`src/gdfm_pkg.sv`:
```
// Purpose: constants and types for the gate driver fault manager
// Assumes: 100 MHz core clock, Avalon-MM register access
// Notes: byte addresses, one 32-bit word per register
package gdfm_pkg;
  // Clock and deglitch times (ns)
  localparam int CLK_PERIOD_NS = 10;
  localparam int POR_DG_NS = 10000;
  localparam int UV_DG_NS = 10000;
  localparam int CP_DG_NS = 10000;
  localparam int DG_OPT0_NS = 1000;
  localparam int DG_OPT1_NS = 2000;
  localparam int DG_OPT2_NS = 4000;
  localparam int DG_OPT3_NS = 8000;
  localparam int DG_W = 10;
  localparam logic [DG_W-1:0] POR_DG_CYC =
    DG_W'((POR_DG_NS + CLK_PERIOD_NS - 1) / CLK_PERIOD_NS);
  localparam logic [DG_W-1:0] UV_DG_CYC =
    DG_W'((UV_DG_NS + CLK_PERIOD_NS - 1) / CLK_PERIOD_NS);
  localparam logic [DG_W-1:0] CP_DG_CYC =
    DG_W'((CP_DG_NS + CLK_PERIOD_NS - 1) / CLK_PERIOD_NS);
  localparam logic [DG_W-1:0] DG_OPT0_CYC =
    DG_W'((DG_OPT0_NS + CLK_PERIOD_NS - 1) / CLK_PERIOD_NS);
  localparam logic [DG_W-1:0] DG_OPT1_CYC =
    DG_W'((DG_OPT1_NS + CLK_PERIOD_NS - 1) / CLK_PERIOD_NS);
  localparam logic [DG_W-1:0] DG_OPT2_CYC =
    DG_W'((DG_OPT2_NS + CLK_PERIOD_NS - 1) / CLK_PERIOD_NS);
  localparam logic [DG_W-1:0] DG_OPT3_CYC =
    DG_W'((DG_OPT3_NS + CLK_PERIOD_NS - 1) / CLK_PERIOD_NS);
  // Register byte offsets
  localparam logic [3:0] ADDR_CTRL = 4'h0;
  localparam logic [3:0] ADDR_CFG = 4'h4;
  localparam logic [3:0] ADDR_STAT = 4'h8;
  // Reset values and writable masks
  localparam logic [31:0] CTRL_RST = 32'h0000_0000;
  localparam logic [31:0] CTRL_MASK = 32'h0000_0037;
  localparam logic [31:0] CFG_RST = 32'h0000_0000;
  localparam logic [31:0] CFG_MASK = 32'h0FF3_F7FF;
  // Control fields
  localparam int CTL_EN = 0;
  localparam int CTL_CLR = 1;
  localparam int CTL_IND = 2;
  localparam int CTL_BRG = 4;
  // Configuration fields
  localparam int CFG_UV_AUTO = 0;
  localparam int CFG_CP_AUTO = 1;
  localparam int CFG_OV_MODE = 2;
  localparam int CFG_DS_MODE = 4;
  localparam int CFG_OV_LVL = 6;
  localparam int CFG_OV_DG = 8;
  localparam int CFG_CP_LVL = 10;
  localparam int CFG_DS_LVL = 12;
  localparam int CFG_DS_DG = 16;
  localparam int CFG_DS_SINK = 20;
  localparam int CFG_SINK = 24;
  // Bridge modes allowing per half-bridge shutdown
  localparam logic [1:0] BRG_INDEP = 2'h0;
  localparam logic [1:0] BRG_SPLIT = 2'h3;
  typedef enum logic [1:0] {OV_LATCH, OV_AUTO, OV_WARN, OV_OFF} gdfm_ov_t;
  typedef enum logic [1:0] {DS_LATCH, DS_CYCLE, DS_WARN, DS_OFF} gdfm_ds_t;
endpackage : gdfm_pkg

```
`src/gdfm_top.sv`:
```
// Purpose: protection and diagnostics manager for an H-bridge gate driver
// Assumes: comparator inputs already compare against the level outputs
// Notes: all pins pass a three-flop synchroniser with agreement filter
`timescale 1ns/1ps
`default_nettype none

// Behaviour
// - Driver-off pin forces all gate pull-downs
// - Gates stay off until enable bit set
// - Fault clear clears latches, self-resets
// - Logic-supply low or sleep makes block inactive
// - Power-on-reset bit held until fault clear
// - Supply undervoltage: pull-downs, pump off, report
// - Latched undervoltage holds until fault clear
// - Auto undervoltage recovers; flag stays sticky
// - Overvoltage uses selected level and deglitch
// - Overvoltage latched or auto fault response
// - Overvoltage warn only reports; off ignores
// - Pump undervoltage: pull-downs and report
// - Latched pump undervoltage also stops pump
// - Auto pump undervoltage recovers; flag sticky
// - Overcurrent after selected level and deglitch
// - Independent shutdown in bridge modes 00, 11
// - Latched overcurrent holds until fault clear
// - Cycle overcurrent cleared by next PWM edge
// - Overcurrent warn only reports, sticky
// - Overcurrent off mode ignores comparators
// - Overcurrent uses dedicated sink strength
module gdfm_top (
  // Clock and reset
  input wire logic CLK,
  input wire logic RESET,
  // Avalon-MM slave
  input wire logic [3:0] ADDRESS,
  input wire logic READ,
  input wire logic WRITE,
  input wire logic [31:0] WRITEDATA,
  input wire logic [3:0] BYTEENABLE,
  output logic [31:0] READDATA,
  output logic WAITREQUEST,
  // Control pins
  input wire logic DRIVER_OFF,
  input wire logic SLEEP_N,
  input wire logic [1:0] PWM_IN,
  // Monitor comparators
  input wire logic LOGIC_LOW,
  input wire logic SUPPLY_UNDER,
  input wire logic SUPPLY_OVER,
  input wire logic PUMP_UNDER,
  input wire logic [3:0] DS_OVER,
  // Driver controls
  output logic [1:0] PULL_DOWN,
  output logic [3:0] SINK_STRENGTH,
  output logic PUMP_ENABLE,
  output logic MONITOR_ENABLE,
  output logic SUPPLY_OVER_LEVEL,
  output logic PUMP_UNDER_LEVEL,
  output logic [3:0] DS_LEVEL,
  // Open-drain fault output
  output logic FAULT_OUT_N_O,
  output logic FAULT_OUT_N_OE
);
  import gdfm_pkg::*;

  localparam int NIN = 12;
  localparam int NSRC = 8;

  logic [NIN-1:0] raw_in;
  logic [NIN-1:0] sync1;
  logic [NIN-1:0] sync2;
  logic [NIN-1:0] sync3;
  logic [NIN-1:0] filt;
  logic drv_off;
  logic sleep_n;
  logic [1:0] pwm;
  logic [1:0] pwm_q;
  logic pwm_edge;
  logic [NSRC-1:0] src;
  logic [NSRC-1:0] det;
  logic [DG_W-1:0] lim [NSRC];
  logic [DG_W-1:0] cnt [NSRC];
  logic inactive;
  logic [31:0] ctrl;
  logic [31:0] cfg;
  logic [31:0] rd_val;
  logic [31:0] wmask;
  logic gate_en;
  logic clr;
  logic split;
  logic uv_auto;
  logic cp_auto;
  gdfm_ov_t ov_mode;
  gdfm_ds_t ds_mode;
  logic uv_st;
  logic ov_st;
  logic cp_st;
  logic [3:0] ds_st;
  logic uv_flag;
  logic ov_flag;
  logic cp_flag;
  logic [3:0] ds_flag;
  logic warn;
  logic por_bit;
  logic summary;
  logic glob_pd;

  function automatic logic [DG_W-1:0] dg_sel(input logic [1:0] sel);
    case (sel)
      2'h0: dg_sel = DG_OPT0_CYC;
      2'h1: dg_sel = DG_OPT1_CYC;
      2'h2: dg_sel = DG_OPT2_CYC;
      default: dg_sel = DG_OPT3_CYC;
    endcase
  endfunction : dg_sel

  // Pin synchroniser; a change counts once stages two and three agree
  assign raw_in = {DS_OVER, PUMP_UNDER, SUPPLY_OVER, SUPPLY_UNDER,
                   LOGIC_LOW, PWM_IN, SLEEP_N, DRIVER_OFF};
  always_ff @(posedge CLK) begin
    if (RESET) begin
      sync1 <= '0;
      sync2 <= '0;
      sync3 <= '0;
    end else begin
      sync1 <= raw_in;
      sync2 <= sync1;
      sync3 <= sync2;
    end
  end

  for (genvar i = 0; i < NIN; i++) begin : g_filt
    always_ff @(posedge CLK) begin
      if (RESET) begin
        filt[i] <= 1'b0;
      end else if (sync2[i] == sync3[i]) begin
        filt[i] <= sync3[i];
      end
    end
  end

  assign drv_off = filt[0];
  assign sleep_n = filt[1];
  assign pwm = filt[3:2];
  assign pwm_edge = |(pwm ^ pwm_q);

  always_ff @(posedge CLK) begin
    if (RESET) begin
      pwm_q <= '0;
    end else begin
      pwm_q <= pwm;
    end
  end

  assign inactive = det[0] | ~sleep_n;

  // Field extraction
  assign gate_en = ctrl[CTL_EN];
  assign clr = ctrl[CTL_CLR];
  assign split = ctrl[CTL_IND] &&
                 (ctrl[CTL_BRG+:2] == BRG_INDEP ||
                  ctrl[CTL_BRG+:2] == BRG_SPLIT);
  assign uv_auto = cfg[CFG_UV_AUTO];
  assign cp_auto = cfg[CFG_CP_AUTO];
  assign ov_mode = gdfm_ov_t'(cfg[CFG_OV_MODE+:2]);
  assign ds_mode = gdfm_ds_t'(cfg[CFG_DS_MODE+:2]);

  assign src = {filt[11:8], filt[7], filt[6], filt[5], filt[4]};
  assign lim[0] = POR_DG_CYC;
  assign lim[1] = UV_DG_CYC;
  assign lim[2] = dg_sel(cfg[CFG_OV_DG+:2]);
  assign lim[3] = CP_DG_CYC;
  for (genvar i = 4; i < NSRC; i++) begin : g_lim
    assign lim[i] = dg_sel(cfg[CFG_DS_DG+:2]);
  end

  // Deglitch; monitors other than the logic supply stop when inactive
  for (genvar i = 0; i < NSRC; i++) begin : g_dg
    always_ff @(posedge CLK) begin
      if (RESET) begin
        cnt[i] <= '0;
        det[i] <= 1'b0;
      end else if (!src[i] || (i != 0 && inactive)) begin
        cnt[i] <= '0;
        det[i] <= 1'b0;
      end else if (cnt[i] >= lim[i]) begin
        det[i] <= 1'b1;
      end else begin
        cnt[i] <= cnt[i] + 1'b1;
      end
    end
  end

  // Avalon-MM: one wait cycle, then the request completes
  always_ff @(posedge CLK) begin
    if (RESET) begin
      WAITREQUEST <= 1'b1;
    end else if ((READ || WRITE) && WAITREQUEST) begin
      WAITREQUEST <= 1'b0;
    end else begin
      WAITREQUEST <= 1'b1;
    end
  end

  always_comb begin
    for (int b = 0; b < 4; b++) begin
      wmask[8*b+:8] = {8{BYTEENABLE[b]}};
    end
  end

  always_comb begin
    if (ADDRESS == ADDR_CTRL) begin
      rd_val = ctrl;
    end else if (ADDRESS == ADDR_CFG) begin
      rd_val = cfg;
    end else if (ADDRESS == ADDR_STAT) begin
      rd_val = {22'h0, ds_flag, cp_flag, ov_flag, uv_flag,
                por_bit, warn, summary};
    end else begin
      rd_val = 32'h0000_0000;
    end
  end

  always_ff @(posedge CLK) begin
    if (RESET) begin
      READDATA <= 32'h0000_0000;
    end else if (READ && WAITREQUEST) begin
      READDATA <= rd_val;
    end
  end

  // fault clear drops one cycle after it is written
  always_ff @(posedge CLK) begin
    if (RESET) begin
      ctrl <= CTRL_RST;
    end else if (WRITE && !WAITREQUEST && ADDRESS == ADDR_CTRL) begin
      ctrl <= ((ctrl & ~wmask) | (WRITEDATA & wmask)) & CTRL_MASK;
    end else begin
      ctrl[CTL_CLR] <= 1'b0;
    end
  end

  always_ff @(posedge CLK) begin
    if (RESET) begin
      cfg <= CFG_RST;
    end else if (WRITE && !WAITREQUEST && ADDRESS == ADDR_CFG) begin
      cfg <= ((cfg & ~wmask) | (WRITEDATA & wmask)) & CFG_MASK;
    end
  end

  // a clear while the condition stands has no effect
  always_ff @(posedge CLK) begin
    if (RESET) begin
      por_bit <= 1'b1;
    end else if (det[0]) begin
      por_bit <= 1'b1;
    end else if (clr) begin
      por_bit <= 1'b0;
    end
  end

  always_ff @(posedge CLK) begin
    if (RESET) begin
      uv_st <= 1'b0;
      uv_flag <= 1'b0;
    end else begin
      if (det[1]) begin
        uv_st <= 1'b1;
      end else if (uv_auto || clr) begin
        uv_st <= 1'b0;
      end
      if (det[1]) begin
        uv_flag <= 1'b1;
      end else if (clr) begin
        uv_flag <= 1'b0;
      end
    end
  end

  // overvoltage fault in latched or auto mode
  // warn mode never faults; off mode never reports
  always_ff @(posedge CLK) begin
    if (RESET) begin
      ov_st <= 1'b0;
      ov_flag <= 1'b0;
    end else begin
      if (ov_mode == OV_WARN || ov_mode == OV_OFF) begin
        ov_st <= 1'b0;
      end else if (det[2]) begin
        ov_st <= 1'b1;
      end else if (ov_mode == OV_AUTO || clr) begin
        ov_st <= 1'b0;
      end
      if (det[2] && ov_mode != OV_OFF) begin
        ov_flag <= 1'b1;
      end else if (clr) begin
        ov_flag <= 1'b0;
      end
    end
  end

  always_ff @(posedge CLK) begin
    if (RESET) begin
      cp_st <= 1'b0;
      cp_flag <= 1'b0;
    end else begin
      if (det[3]) begin
        cp_st <= 1'b1;
      end else if (cp_auto || clr) begin
        cp_st <= 1'b0;
      end
      if (det[3]) begin
        cp_flag <= 1'b1;
      end else if (clr) begin
        cp_flag <= 1'b0;
      end
    end
  end

  // Overcurrent per FET: HS1, LS1, HS2, LS2
  for (genvar i = 0; i < 4; i++) begin : g_ds
    always_ff @(posedge CLK) begin
      if (RESET) begin
        ds_st[i] <= 1'b0;
        ds_flag[i] <= 1'b0;
      end else begin
        if (ds_mode == DS_WARN || ds_mode == DS_OFF) begin
          ds_st[i] <= 1'b0;
        end else if (det[4+i]) begin
          ds_st[i] <= 1'b1;
        end else if (ds_mode == DS_LATCH && clr) begin
          ds_st[i] <= 1'b0;
        end else if (ds_mode == DS_CYCLE && pwm_edge) begin
          ds_st[i] <= 1'b0;
        end
        // warn and fault modes set the flag
        if (det[4+i] && ds_mode != DS_OFF) begin
          ds_flag[i] <= 1'b1;
        end else if (clr) begin
          ds_flag[i] <= 1'b0;
        end
      end
    end
  end

  always_ff @(posedge CLK) begin
    if (RESET) begin
      warn <= 1'b0;
    end else if ((det[2] && ov_mode == OV_WARN) ||
                 (|det[7:4] && ds_mode == DS_WARN)) begin
      warn <= 1'b1;
    end else if (clr) begin
      warn <= 1'b0;
    end
  end

  // summary from every standing fault state
  assign summary = uv_st | ov_st | cp_st | (|ds_st);
  assign glob_pd = drv_off | ~gate_en | inactive | uv_st | ov_st |
                   cp_st | (~split & (|ds_st));

  // Outputs registered; pull-downs default on after reset
  always_ff @(posedge CLK) begin
    if (RESET) begin
      PULL_DOWN <= 2'h3;
      PUMP_ENABLE <= 1'b0;
      MONITOR_ENABLE <= 1'b0;
      FAULT_OUT_N_O <= 1'b0;
      FAULT_OUT_N_OE <= 1'b0;
    end else begin
      // only the faulty half-bridge when split
      PULL_DOWN[0] <= glob_pd | ds_st[0] | ds_st[1];
      PULL_DOWN[1] <= glob_pd | ds_st[2] | ds_st[3];
      // latched pump fault keeps pump off
      PUMP_ENABLE <= ~inactive & ~uv_st & ~(cp_st & ~cp_auto);
      MONITOR_ENABLE <= ~inactive;
      FAULT_OUT_N_O <= 1'b0;
      FAULT_OUT_N_OE <= summary;
    end
  end

  always_ff @(posedge CLK) begin
    if (RESET) begin
      SINK_STRENGTH <= 4'h0;
      SUPPLY_OVER_LEVEL <= 1'b0;
      PUMP_UNDER_LEVEL <= 1'b0;
      DS_LEVEL <= 4'h0;
    end else begin
      SINK_STRENGTH <= (|ds_st) ? cfg[CFG_DS_SINK+:4] : cfg[CFG_SINK+:4];
      SUPPLY_OVER_LEVEL <= cfg[CFG_OV_LVL];
      PUMP_UNDER_LEVEL <= cfg[CFG_CP_LVL];
      DS_LEVEL <= cfg[CFG_DS_LVL+:4];
    end
  end
endmodule : gdfm_top

`default_nettype wire

```
`config.mk`:
```
export PLATFORM = sky130hd
export DESIGN_NAME = gdfm_top
export DESIGN_NICKNAME = d
export VERILOG_FILES = /design/src/gdfm_pkg.sv /design/src/gdfm_top.sv
export SDC_FILE = /design/constraint.sdc
export NUM_CORES = 1
export LEC_CHECK = 0
export BUFFER_PORTS_ARGS = -buffer_cell sky130_fd_sc_hd__buf_2
export CORE_UTILIZATION = 53
export DETAILED_ROUTE_END_ITERATION = 16
export MAX_ROUTING_LAYER = met4
export PLACE_DENSITY = 0.73
export RECOVER_POWER = 25
export SLEW_MARGIN = 20
export SYNTH_ARGS = -nofsm -noshare
export SYNTH_HDL_FRONTEND = slang
export SYNTH_SLANG_ARGS = --single-unit
```
`constraint.sdc`:
```
create_clock -name CLK -period 7.1 [get_ports CLK]
set_input_delay 0 -clock CLK [delete_from_list [all_inputs] [get_ports CLK]]
set_output_delay 0 -clock CLK [all_outputs]
set_load 0.005 [all_outputs]
```
==> results.sh <==
export IMPL_status="complete, but fails checks"
export IMPL_violations="capacitance limit, slew limit"
export IMPL_synth_main_ff_cell="dfxtp_1"
export IMPL_htree_levels=1
export IMPL_setup_ws_ns=3.777
export IMPL_arrival_ns=3.45
export IMPL_ant_nets=0
export IMPL_rows=50
export IMPL_place_worst_setup_slack_ns=3.858
export IMPL_grt_max_degree=98
export IMPL_routabilityCongestion=0.8447
export IMPL_start_kind="flop"
export IMPL_clkSlewWorstSetupHoldPaths_ns=0.06
export IMPL_synth_seq_cells=225
export IMPL_critPathKind="reg -> reg"
export IMPL_met1Wirelength_um=9980
export IMPL_insertion_delay_ns=0.51
export IMPL_cts_hold_buffers=56
export IMPL_critPathCaptureType="flop"
export IMPL_fmaxAchievable_ghz=0.3009
export IMPL_cts_setup_buffers=0
export IMPL_required_ns=7.22
export IMPL_synth_warnings=0
export IMPL_vias=7790
export IMPL_io_pins=105
export IMPL_r2r_end="cnt[1][22]"
export IMPL_maxUsedRoutingLayer="met4"
export IMPL_drt_total_wl_um=21530
export IMPL_worst_slew_pin_slew_ns=1.656
export IMPL_power_w=0.002744
export IMPL_grtUsageTotal=0.2222
export IMPL_portBuffers=89
export IMPL_finClkSkew_ns=0.01752
export IMPL_hold_viol_final=0
export IMPL_finalNetCount=1291
export IMPL_synth_edf_count=80
export IMPL_final_max_slew_viol_count=38
export IMPL_final_setup_viol_count=0
export IMPL_drtIter0Drc=393
export IMPL_maxCapViolCount=1
export IMPL_die_w_um=141.8
export IMPL_final_setup_tns_ns=0
export IMPL_first_global_vias=7510
export IMPL_grt_pass1_wl_um=35750
export IMPL_hp_start="ADDRESS[2]"
export IMPL_whs_path_depth=4
export IMPL_syn_inst=1031
export IMPL_synth_commonest_cells="dfxtp_1, nor2_1, nand2_1"
export IMPL_hp_class="in -> reg"
export IMPL_p_leak_nw=4.899
export IMPL_ys_top_cells_by_area="dfxtp_1, edfxtp_1, ha_1"
export IMPL_period_minus_slack_ns=3.323
export IMPL_cts_tree="yes"
export IMPL_rsz0062_at_grt="no"
export IMPL_multi_input_area_um2=4686
export IMPL_ff2ff_path_depth=7
export IMPL_yosys_area_top_type="dfxtp_1"
export IMPL_finalCritPeriodShare=0.4680
export IMPL_cellPowerDensity_nw_per_um2=221.7
export IMPL_drt_first_pass_iters=5
export IMPL_crit_fanout=11
export IMPL_rrSetupSlack_ns=3.78
export IMPL_area_growth_pct=19.47
export IMPL_syn_area_um2=10360
export IMPL_clockBufferDepth=3
export IMPL_async_reset_ff_frac=0
export IMPL_drc_errors=0
export IMPL_ctsResizeCount=0
export IMPL_dr_wl_met2_um=10170
export IMPL_avgSynthCellArea_um2=10.05
export IMPL_hold_end="READDATA[5]"
export IMPL_wl_per_cell_um=14.87
export IMPL_wl_met3_um=896
export IMPL_diodes=0
export IMPL_synth_most_common_cell="dfxtp_1"
export IMPL_drive_above_1_share=0.1094
export IMPL_antenna_found_initial=1
export IMPL_regArea_um2=5305
export IMPL_seq_area_frac_synth=0.5120
export IMPL_cts_root_buffer="clkbuf_16"
export IMPL_grt_overflow=0
export IMPL_final_cells=1448
export IMPL_synth_distinct_cells=57
export IMPL_core_area_um2=18960
export IMPL_hpwl_um=14140
export IMPL_routed_via_density=5.380
export IMPL_die_y_um=141.8
export IMPL_dieArea_um2=20110
export IMPL_start_util=0.5466
export IMPL_relSlewSlack=-0.1039
export IMPL_n_fill_cell=1537
export IMPL_peakVddDrop_mv=0.2316
export IMPL_cts_inserted_buffers=24
export IMPL_numClockSinks=225
export IMPL_dp_cells=1348
export IMPL_synth_top_cell_area_share=0.2802
export IMPL_hold_slack_ns=0.02226
critical path, stage by stage, from the launching register on:
cell	delay (ns)
dfxtp_1	0.48
ha_1	0.50
nor2_1	0.22
ha_1	0.38
a21o_1	0.18
a22oi_1	0.24
nand2_1	0.11
o211ai_1	0.82
layout by cell type (no fill, tap or decap), types with 3 or more instances in the layout:
| cell type | n |
|---|---|
| nor2b_1 | 57 |
| and4_1 | 8 |
| nand3_1 | 39 |
| a31oi_1 | 4 |
| conb_1 | 8 |
| bufinv_16 | 3 |
| a22o_1 | 5 |
| mux2i_1 | 19 |
| xnor2_1 | 38 |
| clkbuf_16 | 26 |
| a21oi_1 | 64 |
| o211a_1 | 5 |
| clkbuf_1 | 24 |
| and3_1 | 15 |
| nor4_1 | 3 |
| dfxtp_1 | 145 |
| clkbuf_8 | 4 |
| nor3_1 | 53 |
| clkinvlp_4 | 3 |
| a22oi_1 | 23 |
| nor2_1 | 95 |
| inv_1 | 50 |
| xor2_1 | 30 |
| ha_1 | 65 |
| and2_1 | 6 |
| o221ai_1 | 4 |
| o31a_1 | 3 |
| a21o_1 | 5 |
| nor3_2 | 9 |
| nand4_1 | 13 |
| o21ai_0 | 18 |
| dlygate4sd3_1 | 56 |
| nor3b_1 | 5 |
| nand2_1 | 91 |
| buf_2 | 69 |
| buf_4 | 5 |
| edfxtp_1 | 80 |
| o311a_1 | 6 |
layer usage:
layer  up-vias  GRT usage
li1       3888          -
met3        46    0.03206
met5         -          -
met4         0    0.05942
met2       186     0.3630
met1      3670     0.2893
kinds of logic after synthesis:
logic type,Yosys count,synth area share
other,1,0.0003619
AO/OA/AOI/OAI,150,0.09347
multiplexers,19,0.01836
adder cells (fa/ha/maj),65,0.07849
buffers and inverters,94,0.03828
flip-flops,225,0.5120
AND/OR/NAND/NOR,409,0.2015
XOR/XNOR,68,0.05748
where the power goes:
part           switching [W]  total [W]  leakage (nW)  internal [W]
clock network       0.000511    0.00133         0.408      0.000818
logic              0.0000373  0.0000762          2.33     0.0000388
registers         0.00000455    0.00134          2.16       0.00134
final cells by class:
type / count / area share
clock inverter: 10 / 0.01092
tap: 260 / 0.02628
clock buffer: 34 / 0.05822
inverter: 50 / 0.01516
sequential: 225 / 0.4286
multi-input combinational: 719 / 0.3786
timing repair buffer: 150 / 0.08228
through the flow:
stage                       util  cell area [um^2]
after global placement    0.5797             10990
after detailed placement  0.5797             10990
after global routing      0.6530             12380
after CTS                 0.6545             12410
final                     0.6530             12380
after floorplan                -             10390
worst max path at each step:
stage	from	to
after floorplan	flop	cnt[1][10]
after global placement	flop	cnt[1][20]
after detailed placement	flop	cnt[1][21]
after CTS	flop	cnt[1][22]
after global routing	RESET	WAITREQUEST
final	flop	cnt[1][22]
(Power assumes the default switching activity.)
